==> src/verilog/sil_pkg.sv <==
// Package of constants and types for the servo input interlock block
package sil_pkg;

	// ---------------------------------------------------------------
	// Clock and filter timing
	// ---------------------------------------------------------------
	localparam int CLK_FREQ_HZ      = 25_000_000;
	localparam int ACCEPT_MAX_MS    = 10;   // Longest acceptance delay
	localparam int FILTER_TIME_US   = 2000; // Debounce settle time
	localparam int FILTER_CYCLES    =
		(CLK_FREQ_HZ / 1_000_000) * FILTER_TIME_US;
	localparam int FILTER_W         = 16;
	localparam int DECEL_TIME_US    = 100;  // Slow-stop ramp per step
	localparam int DECEL_CYCLES     =
		(CLK_FREQ_HZ / 1_000_000) * DECEL_TIME_US;
	localparam int RAMP_W           = 8;
	localparam logic [RAMP_W-1:0] RAMP_FULL = 8'hFF;

	// ---------------------------------------------------------------
	// APB register map (byte addresses)
	// ---------------------------------------------------------------
	localparam logic [7:0] ADDR_AUTO   = 8'h00; // Input automation
	localparam logic [7:0] ADDR_RESET  = 8'h04; // Reset behaviour
	localparam logic [7:0] ADDR_STOP   = 8'h08; // Stop mode
	localparam logic [7:0] ADDR_CTRL   = 8'h0C; // Alarm, direction cmd
	localparam logic [7:0] ADDR_STATUS = 8'h10; // Live state

	// Field positions
	localparam int AUTO_ENABLE_BIT  = 0;
	localparam int AUTO_FWD_BIT     = 1;
	localparam int AUTO_REV_BIT     = 2;
	localparam int RESET_KEEP_BIT   = 0;
	localparam int STOP_SLOW_BIT    = 0;
	localparam int CTRL_ALARM_BIT   = 0;
	localparam int CTRL_CCW_BIT     = 1;
	localparam int CTRL_CW_BIT      = 2;

	// Reset values
	localparam logic [2:0] AUTO_RST  = 3'h0;
	localparam logic       RESET_RST = 1'h0;
	localparam logic       STOP_RST  = 1'h0;
	localparam logic [2:0] CTRL_RST  = 3'h0;

	// Stop sequencer states
	typedef enum logic [1:0] {
		SIL_OFF,
		SIL_RUN,
		SIL_STOPPING,
		SIL_LOCKED
	} sil_state_t;

endpackage
==> src/verilog/sil_filter.sv <==
// Synchroniser and debounce filter for one discrete input
`timescale 1ns/1ps
`default_nettype none

module sil_filter
	import sil_pkg::*;
(
	// Clock and reset
	input  wire logic core_clk_in,
	input  wire logic rst_in,
	// Raw pin and clean level
	input  wire logic raw_in,
	output logic      level_out
);

	logic                sync_a;
	logic                sync_b;
	logic [FILTER_W-1:0] count;
	logic                level;
	logic [FILTER_W-1:0] next_count;
	logic                next_level;

	// Accept a new level only after it has held for the filter time
	always_comb begin
		next_count = '0;
		next_level = level;
		if (sync_b != level) begin
			if (count == FILTER_W'(FILTER_CYCLES - 1)) begin
				next_level = sync_b;
			end else begin
				next_count = count + FILTER_W'(1);
			end
		end
	end

	// Two-stage sync then filter state
	always_ff @(posedge core_clk_in) begin
		if (rst_in) begin
			sync_a <= 1'b0;
			sync_b <= 1'b0;
			count  <= '0;
			level  <= 1'b0;
		end else begin
			sync_a <= raw_in;
			sync_b <= sync_a;
			count  <= next_count;
			level  <= next_level;
		end
	end

	assign level_out = level;

endmodule // sil_filter

`default_nettype wire

==> src/verilog/sil_interlock.sv <==
// Servo input interlock: drive enable, fault clear and stroke limits
//
// What this block does
// - Any input change takes effect in under 10 ms, except a limit closing in a slow stop, which waits until the ramp locks.
// - Drive enable input asserted turns base drive on, servo on.
// - Drive enable input released turns base drive off, motor coasts.
// - Automation bit forces drive enable input asserted.
// - Fault clear without alarm cuts base drive while held.
// - Reset-behaviour bit keeps base drive on during fault clear.
// - Opening limit gives sudden stop, then servo lock.
// - Stop-mode bit selects slow decelerating stop instead.
// - Limit reads 0 when open, 1 when shorted.
// - Automation bits force either limit asserted.
`timescale 1ns/1ps
`default_nettype none

module sil_interlock
	import sil_pkg::*;
(
	// Clock and reset
	input  wire logic        core_clk_in,
	input  wire logic        rst_in,
	// Discrete inputs, high when shorted to the supply common
	input  wire logic        drive_enable_input_in,
	input  wire logic        fault_clear_input_in,
	input  wire logic        forward_limit_input_in,
	input  wire logic        reverse_limit_input_in,
	// APB slave
	input  wire logic        psel_in,
	input  wire logic        penable_in,
	input  wire logic        pwrite_in,
	input  wire logic [7:0]  paddr_in,
	input  wire logic [31:0] pwdata_in,
	output logic [31:0]      prdata_out,
	output logic             pready_out,
	output logic             pslverr_out,
	// Power stage and motion
	output logic             base_drive_out,
	output logic             servo_lock_out,
	output logic [7:0]       torque_scale_out,
	output logic             ccw_allow_out,
	output logic             cw_allow_out
);

	// ---------------------------------------------------------------
	// Input conditioning
	// ---------------------------------------------------------------
	logic [3:0] raw;
	logic [3:0] clean;

	assign raw = {reverse_limit_input_in, forward_limit_input_in,
		fault_clear_input_in, drive_enable_input_in};

	// Filter each pin; 2 ms settle keeps reaction under 10 ms
	for (genvar i = 0; i < 4; i++) begin : g_filt
		sil_filter u_filt (
			.core_clk_in (core_clk_in),
			.rst_in      (rst_in),
			.raw_in      (raw[i]),
			.level_out   (clean[i])
		);
	end

	// ---------------------------------------------------------------
	// Registers
	// ---------------------------------------------------------------
	logic [2:0] auto_on;
	logic       reset_keep;
	logic       stop_slow;
	logic [2:0] ctrl;
	logic [2:0] next_auto_on;
	logic       next_reset_keep;
	logic       next_stop_slow;
	logic [2:0] next_ctrl;
	logic [31:0] next_prdata;
	logic [31:0] prdata;
	logic        access;
	logic        hit;

	assign access = psel_in && penable_in;

	// Address decode for the slave error response only
	function automatic logic addr_hit(input logic [7:0] a);
		return a == ADDR_AUTO || a == ADDR_RESET || a == ADDR_STOP ||
			a == ADDR_CTRL || a == ADDR_STATUS;
	endfunction

	assign hit = addr_hit(paddr_in);

	// ---------------------------------------------------------------
	// Effective input levels
	// ---------------------------------------------------------------
	logic enable_eff;
	logic fwd_eff;
	logic rev_eff;
	logic alarm;
	logic clear_cut;

	assign alarm      = ctrl[CTRL_ALARM_BIT];
	assign enable_eff = clean[0] | auto_on[AUTO_ENABLE_BIT];
	// Open pin reads 0, shorted pin reads 1
	assign fwd_eff    = clean[2] | auto_on[AUTO_FWD_BIT];
	assign rev_eff    = clean[3] | auto_on[AUTO_REV_BIT];
	// Fault clear with no alarm cuts drive unless kept
	assign clear_cut  = clean[1] && !alarm && !reset_keep;

	// ---------------------------------------------------------------
	// Stop sequencer
	// ---------------------------------------------------------------
	sil_state_t          state;
	sil_state_t          next_state;
	logic [RAMP_W-1:0]   ramp;
	logic [RAMP_W-1:0]   next_ramp;
	logic [FILTER_W-1:0] tick;
	logic [FILTER_W-1:0] next_tick;
	logic                limit_hit;
	logic                ccw_cmd;
	logic                cw_cmd;

	assign ccw_cmd   = ctrl[CTRL_CCW_BIT];
	assign cw_cmd    = ctrl[CTRL_CW_BIT];
	// Commanded direction blocked by an open limit
	assign limit_hit = (ccw_cmd && !fwd_eff) || (cw_cmd && !rev_eff);

	// Next state, ramp and step timer
	always_comb begin
		next_state = state;
		next_ramp  = ramp;
		next_tick  = '0;
		unique case (state)
			SIL_OFF: begin
				next_ramp = '0;
				if (enable_eff && !clear_cut) begin
					next_state = SIL_RUN;
					next_ramp  = RAMP_FULL;
				end
			end
			SIL_RUN: begin
				if (limit_hit) begin
					if (stop_slow) begin
						next_state = SIL_STOPPING;
					end else begin
						next_state = SIL_LOCKED;
						next_ramp  = '0;
					end
				end
			end
			SIL_STOPPING: begin
				next_tick = tick + FILTER_W'(1);
				if (tick == FILTER_W'(DECEL_CYCLES - 1)) begin
					next_tick = '0;
					if (ramp == '0) begin
						next_state = SIL_LOCKED;
					end else begin
						next_ramp = ramp - RAMP_W'(1);
					end
				end
			end
			SIL_LOCKED: begin
				next_ramp = '0;
				if (!limit_hit) begin
					next_state = SIL_RUN;
					next_ramp  = RAMP_FULL;
				end
			end
		endcase
		// Loss of enable or clear_cut (fault clear, no alarm, not kept) always coasts the motor
		if (!enable_eff || clear_cut) begin
			next_state = SIL_OFF;
			next_ramp  = '0;
			next_tick  = '0;
		end
	end

	// ---------------------------------------------------------------
	// APB next values
	// ---------------------------------------------------------------
	always_comb begin
		next_auto_on    = auto_on;
		next_reset_keep = reset_keep;
		next_stop_slow  = stop_slow;
		next_ctrl       = ctrl;
		next_prdata     = prdata;
		if (access && pwrite_in) begin
			unique case (paddr_in)
				ADDR_AUTO:  next_auto_on    = pwdata_in[2:0];
				ADDR_RESET: next_reset_keep = pwdata_in[RESET_KEEP_BIT];
				ADDR_STOP:  next_stop_slow  = pwdata_in[STOP_SLOW_BIT];
				ADDR_CTRL:  next_ctrl       = pwdata_in[2:0];
				default:    next_ctrl       = ctrl;
			endcase
		end
		if (psel_in && !penable_in && !pwrite_in) begin
			unique case (paddr_in)
				ADDR_AUTO:   next_prdata = {29'h0, auto_on};
				ADDR_RESET:  next_prdata = {31'h0, reset_keep};
				ADDR_STOP:   next_prdata = {31'h0, stop_slow};
				ADDR_CTRL:   next_prdata = {29'h0, ctrl};
				ADDR_STATUS: next_prdata = {18'h0, ramp, state, clean};
				default:     next_prdata = 32'h0;
			endcase
		end
	end

	// All registered state
	always_ff @(posedge core_clk_in) begin
		if (rst_in) begin
			auto_on    <= AUTO_RST;
			reset_keep <= RESET_RST;
			stop_slow  <= STOP_RST;
			ctrl       <= CTRL_RST;
			prdata     <= 32'h0;
			state      <= SIL_OFF;
			ramp       <= '0;
			tick       <= '0;
		end else begin
			auto_on    <= next_auto_on;
			reset_keep <= next_reset_keep;
			stop_slow  <= next_stop_slow;
			ctrl       <= next_ctrl;
			prdata     <= next_prdata;
			state      <= next_state;
			ramp       <= next_ramp;
			tick       <= next_tick;
		end
	end

	// ---------------------------------------------------------------
	// Outputs
	// ---------------------------------------------------------------
	assign prdata_out       = prdata;
	assign pready_out       = 1'b1;                  // Zero wait states
	assign pslverr_out      = access && !hit;
	assign base_drive_out   = (state != SIL_OFF);
	assign servo_lock_out   = (state == SIL_LOCKED);
	assign torque_scale_out = ramp;
	// Direction permits from limit levels
	assign ccw_allow_out    = base_drive_out && fwd_eff;
	assign cw_allow_out     = base_drive_out && rev_eff;

endmodule // sil_interlock

`default_nettype wire

==> config.mk <==
export PLATFORM = sky130hd
export DESIGN_NAME = sil_interlock
export DESIGN_NICKNAME = d
export VERILOG_FILES = /design/src/verilog/sil_pkg.sv /design/src/verilog/sil_filter.sv /design/src/verilog/sil_interlock.sv
export SDC_FILE = /design/constraint.sdc
export NUM_CORES = 1
export LEC_CHECK = 0
export BUFFER_PORTS_ARGS = -buffer_cell sky130_fd_sc_hd__buf_2
export CORE_MARGIN = 2
export CORE_UTILIZATION = 50
export CTS_BUF_LIST = sky130_fd_sc_hd__clkbuf_8 sky130_fd_sc_hd__clkbuf_16
export DETAILED_ROUTE_END_ITERATION = 7
export PLACE_DENSITY = 0.72
export SLEW_MARGIN = 20
export SYNTH_ARGS = -nofsm -noshare
export SYNTH_HDL_FRONTEND = slang
export SYNTH_SLANG_ARGS = --single-unit
==> constraint.sdc <==
create_clock -name core_clk_in -period 4 [get_ports core_clk_in]
set_input_delay 0 -clock core_clk_in [delete_from_list [all_inputs] [get_ports core_clk_in]]
set_output_delay 0 -clock core_clk_in [all_outputs]
set_load 0.05 [all_outputs]
# Word-level counts from Yosys, hierarchy flattened
# Index checks and enable logic that the tools add are counted.
# totals
reg_bits	142
inputBits	49
word_cells	123
# op_classes
add_sub_neg	6
eq_ne	23
mux	15
bitwise_logic	8
n_reduce_logical	47
# ops
cell	count
16-bit by 1-bit adder with 16-bit output, second input constant	5
14-bit case mux with 5 select lines	1
16-bit equality test, second input constant	4
8-bit two-way mux	6
8-bit case mux with 4 select lines	1
16-bit by 12-bit equality test with 1-bit output, second input constant	1
8-bit by 4-bit equality test with 1-bit output, second input constant	2
8-bit logical NOT	2
2-bit AND reduction	8
2-bit inequality test, second input constant	7
1-bit logical AND	12
3-bit OR reduction	4
2-bit two-way mux	5
1-bit logical NOT	9
8-bit by 3-bit equality test with 1-bit output, second input constant	1
8-bit by 5-bit equality test with 1-bit output, second input constant	1
2-bit case mux with 4 select lines	1
8-bit by 1-bit subtractor with 8-bit output, second input constant	1
1-bit logical OR	6
1-bit inverter	5
5-bit AND reduction	1
2-bit equality test, second input constant	2
1-bit inequality test	4
4-bit AND reduction	1
other kinds (7)	9

# Longest topological paths before layout
# depth
ltp_word	7
mapped_depth	8
mapped_depth_nobuf	7

# Modules after synthesis
# From an unflattened synthesis, not the netlist that was laid out.
# hier_totals
cells_unflattened	651
area_unflattened_um2	5810.6
# by_module_without_submodules
module	instances	cells_per_inst	area_per_inst_um2
sil_interlock	1	303	2557.5
sil_filter at g_filt[0].u_filt ...	3	87	802.0
sil_filter at g_filt[3].u_filt	1	87	847.1

# Least setup slack after synthesis
# No wires, ideal clock.
# synth_timing
kind	flip-flop to flip-flop
from	register ramp[0], in the netlist torque_scale_out[0]
to	register ramp[6], in the netlist torque_scale_out[6]
setup_time_ns	0.074
t_arrival_ns	2.155
required_ns	3.926
setup_slack_ns	1.771
stages_incl_launch_ff	8
synth_period_minus_slack_ns	2.229
path_cell_list	dfxtp_1 -> inv_1 -> ha_1 -> or4b_1 -> or4b_2 -> nand3_1 -> nand3_1 -> o21ai_0
# synth_between
elab_chain_cells	4
# synth_lines
item	line_no	text
start, declared	sil_interlock.sv:112	logic [RAMP_W-1:0] ramp;
start signal, assigned	sil_interlock.sv:223	ramp <= next_ramp;
8-bit by 1-bit subtractor with 8-bit output	sil_interlock.sv:155	next_ramp = ramp - RAMP_W'(1);
8-bit two-way mux	sil_interlock.sv:152	if (ramp == '0) begin
8-bit two-way mux	sil_interlock.sv:150	if (tick == FILTER_W'(DECEL_CYCLES - 1)) begin
8-bit case mux with 4 select lines	sil_interlock.sv:130	unique case (state)
# Several ways; a longest one is shown, not always the timed one. The select of a mux whose other input is x is not followed.
# A chain may end at the register's enable or synchronous reset.

# Final worst setup path
# Same ends and word-level chain as after synthesis.

==> summary.md <==
| Metric | Value |
|---|---|
| Outcome | `finished clean` |
| Boundary Pins | `95` |
| Endpoints failing hold | `0` |
| Overflow left after global routing | `0` |
| Placed inst area | `around 5900 sq um` |
| Pwr Density | `403 nW/um^2` |
| Via count | `4574` |
| Clock slew seen by the registers of the worst setup and hold paths | `about 0.050 ns` |
| Most area-hungry cell type in the Yosys netlist | `sky130_fd_sc_hd__dfxtp_1` |
| Fin crit share | `0.542` |
| Die Footprint | `12300 sq um` |
| First DRT Iteration DRCs | `198` |
| P&R area growth vs syn | `13.9%` |
| Minimum clock period | `2.17 ns` |
| Post-Synthesis Cell Area | `between 5000 and 6000 sq um` |
| Worst min-delay path category | `in -> reg` |
| Critical path's slowest cell | `sky130_fd_sc_hd__or4b_2` |
| Average vias per placed instance | `5.31` |
| Unique masters post-synth | `59` |
| Startpoint type of the worst setup path | `flip-flop` |
| Maximum fanout along the worst path | `7` |
| CTS Buf Count | `17` |
| Residual antenna-violating net count after detailed routing | `0` |
| Vias in the first global route | `4285` |
| # setup viols final | `0` |
| Finished Cell Area | `6530 sq um` |
| Core Area | `11300 sq um` |
| Avg Inst Size Synth | `8.67 sq um` |
| Port buffer count | `46` |
| Max-slew headroom | `0.437` |
| Effective utilization at floorplan | `0.507` |
| Tot GR Track Use | `0.192` |
| Register bit count reported by yosys | `124` |
| Setup repair after global routing missed its margin | `false` |
| Multi-input gate area | `2990 sq um` |
| CTS resizes | `0` |
| Initial antenna violation count | `0` |
| TritonRoute pass-1 iters | `5` |
| Total leakage power | `2.37 nW` |
| Number of nets in the layout | `769` |
| Critical Path AT | `2.50 ns` |
| Final Wtd Congestion | `0.863` |
| Sum of buffers and inverters on the critical path | `1` |
| Most used flip-flop cell after synthesis | `sky130_fd_sc_hd__dfxtp_1` |
| Number of synthesis warnings | `0` |
| Area fraction of the dominant cell type after synthesis | `0.433` |
| Fraction of layout cells with a size suffix above 1 | `0.120` |
| Crit path largest cell delay | `about 0.64 ns` |
| WP data required | `~4.3 ns` |
| Category of the critical setup timing path | `reg -> reg` |
| Transition time at the pin with the least slew margin | `0.841 ns` |
| # H-tree levels | `4` |
| Endpoint type of the worst setup path | `flip-flop` |
| Setup tns final | `0 ns` |
| Count of flip-flops with a built-in enable after synthesis | `0` |
| Floorplan die height | `111 um` |
| Remaining DRCs | `0` |
| Post-CTS Setup Inserts | `0` |
| Average wire length per cell after detail routing | `13.3 um` |
| Fillcell total | `1015` |
| Clk sink count | `124` |
| Post-Route WL | `11.4 mm` |
| Register area | `~2500 sq um` |
| Biggest area contributors in the synthesized netlist | `sky130_fd_sc_hd__dfxtp_1, sky130_fd_sc_hd__nor2_1, sky130_fd_sc_hd__xor2_1` |
| Insertion delay to the later sink of the worst-skew pair | `about 0.40 ns` |
| Worst setup slack after placement | `1.85 ns` |
| Layout Skew | `about 0.0095 ns` |
| CTS Root Cell | `sky130_fd_sc_hd__clkbuf_16` |
| First-pass GRT wire length | `19.8 mm` |
| Async SR Flop Fraction | `0` |
| Maximum number of buffers from clock root to sink | `2` |
| Reported max-cap violation count | `0` |
| Fin. max-slew vios | `0` |
| Cell-by-cell trace of the critical path | `inv_1, ha_1, or4b_1, or4b_2, nand3_1, nand3_1, o21ai_0` |
| Final HPWL from detailed placement | `7.95 mm` |
| Most Frequent Cell on Critical Path | `sky130_fd_sc_hd__nand3_1` |
| Portion of the post-synthesis area used by sequential elements | `0.433` |
| Peak supply drop | `0.000197 V` |
| Smallest setup slack after layout | `1.83 ns` |
| Number of instances in the synthesized netlist | `662` |
| Chip Width | `111 um` |
| # rows | `39` |
| Family with the most delay on the worst path | `simple AND/OR/NAND/NOR gates` |
| Largest net degree at the start of global routing | `42` |
| Antenna cells | `0` |
| Max Clock Freq | `461 MHz` |
| TritonCTS clock tree | `done` |
| Total power draw | `around 2.6 mW` |
per-layer routing:
metal	wire length [um]	track usage	up-vias
li1	-	-	2300
met1	5350	0.249	2162
met2	5350	0.311	99
met3	570	0.0470	13
met4	145	0.0765	0
met5	0	0	-
worst min-delay path, stage by stage:
cell and delay (ns):
sky130_fd_sc_hd__buf_2 0.15, sky130_fd_sc_hd__nor3b_2 0.06, sky130_fd_sc_hd__mux2i_1 0.11, sky130_fd_sc_hd__nor2_1 0.08
power breakdown:
group | total, mW | switching, mW | internal (mW)
Clock | 1.30 | 0.491 | 0.809
Combinational | 0.0879 | 0.0676 | 0.0203
Sequential | 1.24 | 0.00245 | 1.24
metrics by stage:
step,instances,hold slack (ns),utilization
after floorplan,679,0.128,-
after global placement,825,0.219,0.525
after detailed placement,825,0.223,0.525
after CTS,862,0.0194,0.577
after global routing,862,0.0531,0.577
final,862,0.0321,0.577
cell families after synthesis:
group           Yosys count  share of synthesized area
other cells               2                    0.00131
buf+inv                  59                     0.0569
flops                   124                      0.433
compound gates           63                     0.0728
mux                      12                     0.0231
simple gates            319                      0.280
fa+ha+maj                10                     0.0218
xor+xnor                 73                      0.111
flip-flops by register name (all words and copies together) (netlist names):
name                     count
g_filt.u_filt.sync_b         4
reset_keep                   1
g_filt.u_filt.level_out      4
auto_on                      3
stop_slow                    1
g_filt.u_filt.count         64
tick                        16
ctrl                         3
torque_scale_out             8
g_filt.u_filt.sync_a         4
prdata_out                  14
state                        2
placed cells by master (no fill, tap or decap), types with 3 or more instances in the layout:
cell	instances
sky130_fd_sc_hd__or3_1	6
sky130_fd_sc_hd__nand2_1	47
sky130_fd_sc_hd__buf_2	46
sky130_fd_sc_hd__a21oi_1	22
sky130_fd_sc_hd__xor2_1	38
sky130_fd_sc_hd__nand3_1	40
sky130_fd_sc_hd__xnor2_1	35
sky130_fd_sc_hd__nand2b_1	4
sky130_fd_sc_hd__and4_1	5
sky130_fd_sc_hd__nor4_1	5
sky130_fd_sc_hd__clkbuf_16	17
sky130_fd_sc_hd__inv_1	21
sky130_fd_sc_hd__or4_1	3
sky130_fd_sc_hd__dfxtp_1	124
sky130_fd_sc_hd__nor2b_1	9
sky130_fd_sc_hd__dlygate4sd3_1	9
sky130_fd_sc_hd__nor3_1	10
sky130_fd_sc_hd__and3_1	16
sky130_fd_sc_hd__clkinv_2	3
sky130_fd_sc_hd__clkbuf_8	3
sky130_fd_sc_hd__nor4b_1	5
sky130_fd_sc_hd__nand3b_1	3
sky130_fd_sc_hd__ha_1	10
sky130_fd_sc_hd__nor3b_1	3
sky130_fd_sc_hd__nand4b_1	3
sky130_fd_sc_hd__o21ai_0	11
sky130_fd_sc_hd__conb_1	19
sky130_fd_sc_hd__or4_4	3
sky130_fd_sc_hd__nor2_1	129
sky130_fd_sc_hd__a22oi_1	11
sky130_fd_sc_hd__nand4_1	11
sky130_fd_sc_hd__a21boi_0	3
sky130_fd_sc_hd__mux2i_1	11
path summary, 6_finish.rpt:
path | slack [ns] | start | to | cells past startpoint
setup reg to reg | 1.83 | torque_scale_out[0] | torque_scale_out[6] | 7
hold reg to reg | 0.44 | g_filt[0].u_filt.count[0] | g_filt[0].u_filt.count[0] | 1
setup / recovery | 1.83 | torque_scale_out[0] | torque_scale_out[6] | 7
hold / removal | 0.03 | paddr_in[3] | reset_keep | 4
repair_timing:
item | CTS | global route
hold buffers | 9 | 0
endpoints found under the setup margin | 0 | 0
hold endpoints to repair | 15 | 0
cell type report:
class | instances | share of cell area
multi-input combinational | 496 | 0.458
inverter | 16 | 0.00919
tap | 143 | 0.0274
sequential | 124 | 0.380
clock buffer | 20 | 0.0714
clock inverter | 8 | 0.00517
timing repair buffer | 55 | 0.0490
synthesized netlist by cell type, types with 4 or more instances:
cell type / count
sky130_fd_sc_hd__mux2i_1: 11
sky130_fd_sc_hd__nor4b_1: 5
sky130_fd_sc_hd__a21oi_1: 22
sky130_fd_sc_hd__nor3_1: 10
sky130_fd_sc_hd__a22oi_1: 11
sky130_fd_sc_hd__nor2_1: 129
sky130_fd_sc_hd__nand4_1: 11
sky130_fd_sc_hd__ha_1: 10
sky130_fd_sc_hd__buf_2: 5
sky130_fd_sc_hd__nor2b_1: 9
sky130_fd_sc_hd__nor4_1: 5
sky130_fd_sc_hd__o21ai_0: 11
sky130_fd_sc_hd__clkbuf_1: 16
sky130_fd_sc_hd__xor2_1: 38
sky130_fd_sc_hd__nand2b_1: 4
sky130_fd_sc_hd__dfxtp_1: 124
sky130_fd_sc_hd__buf_4: 19
sky130_fd_sc_hd__and4_1: 5
sky130_fd_sc_hd__or3_1: 6
sky130_fd_sc_hd__inv_1: 16
sky130_fd_sc_hd__and3_1: 16
sky130_fd_sc_hd__nand2_1: 47
sky130_fd_sc_hd__xnor2_1: 35
sky130_fd_sc_hd__nand3_1: 40
Note: power is estimated with default switching activity, not from simulation.
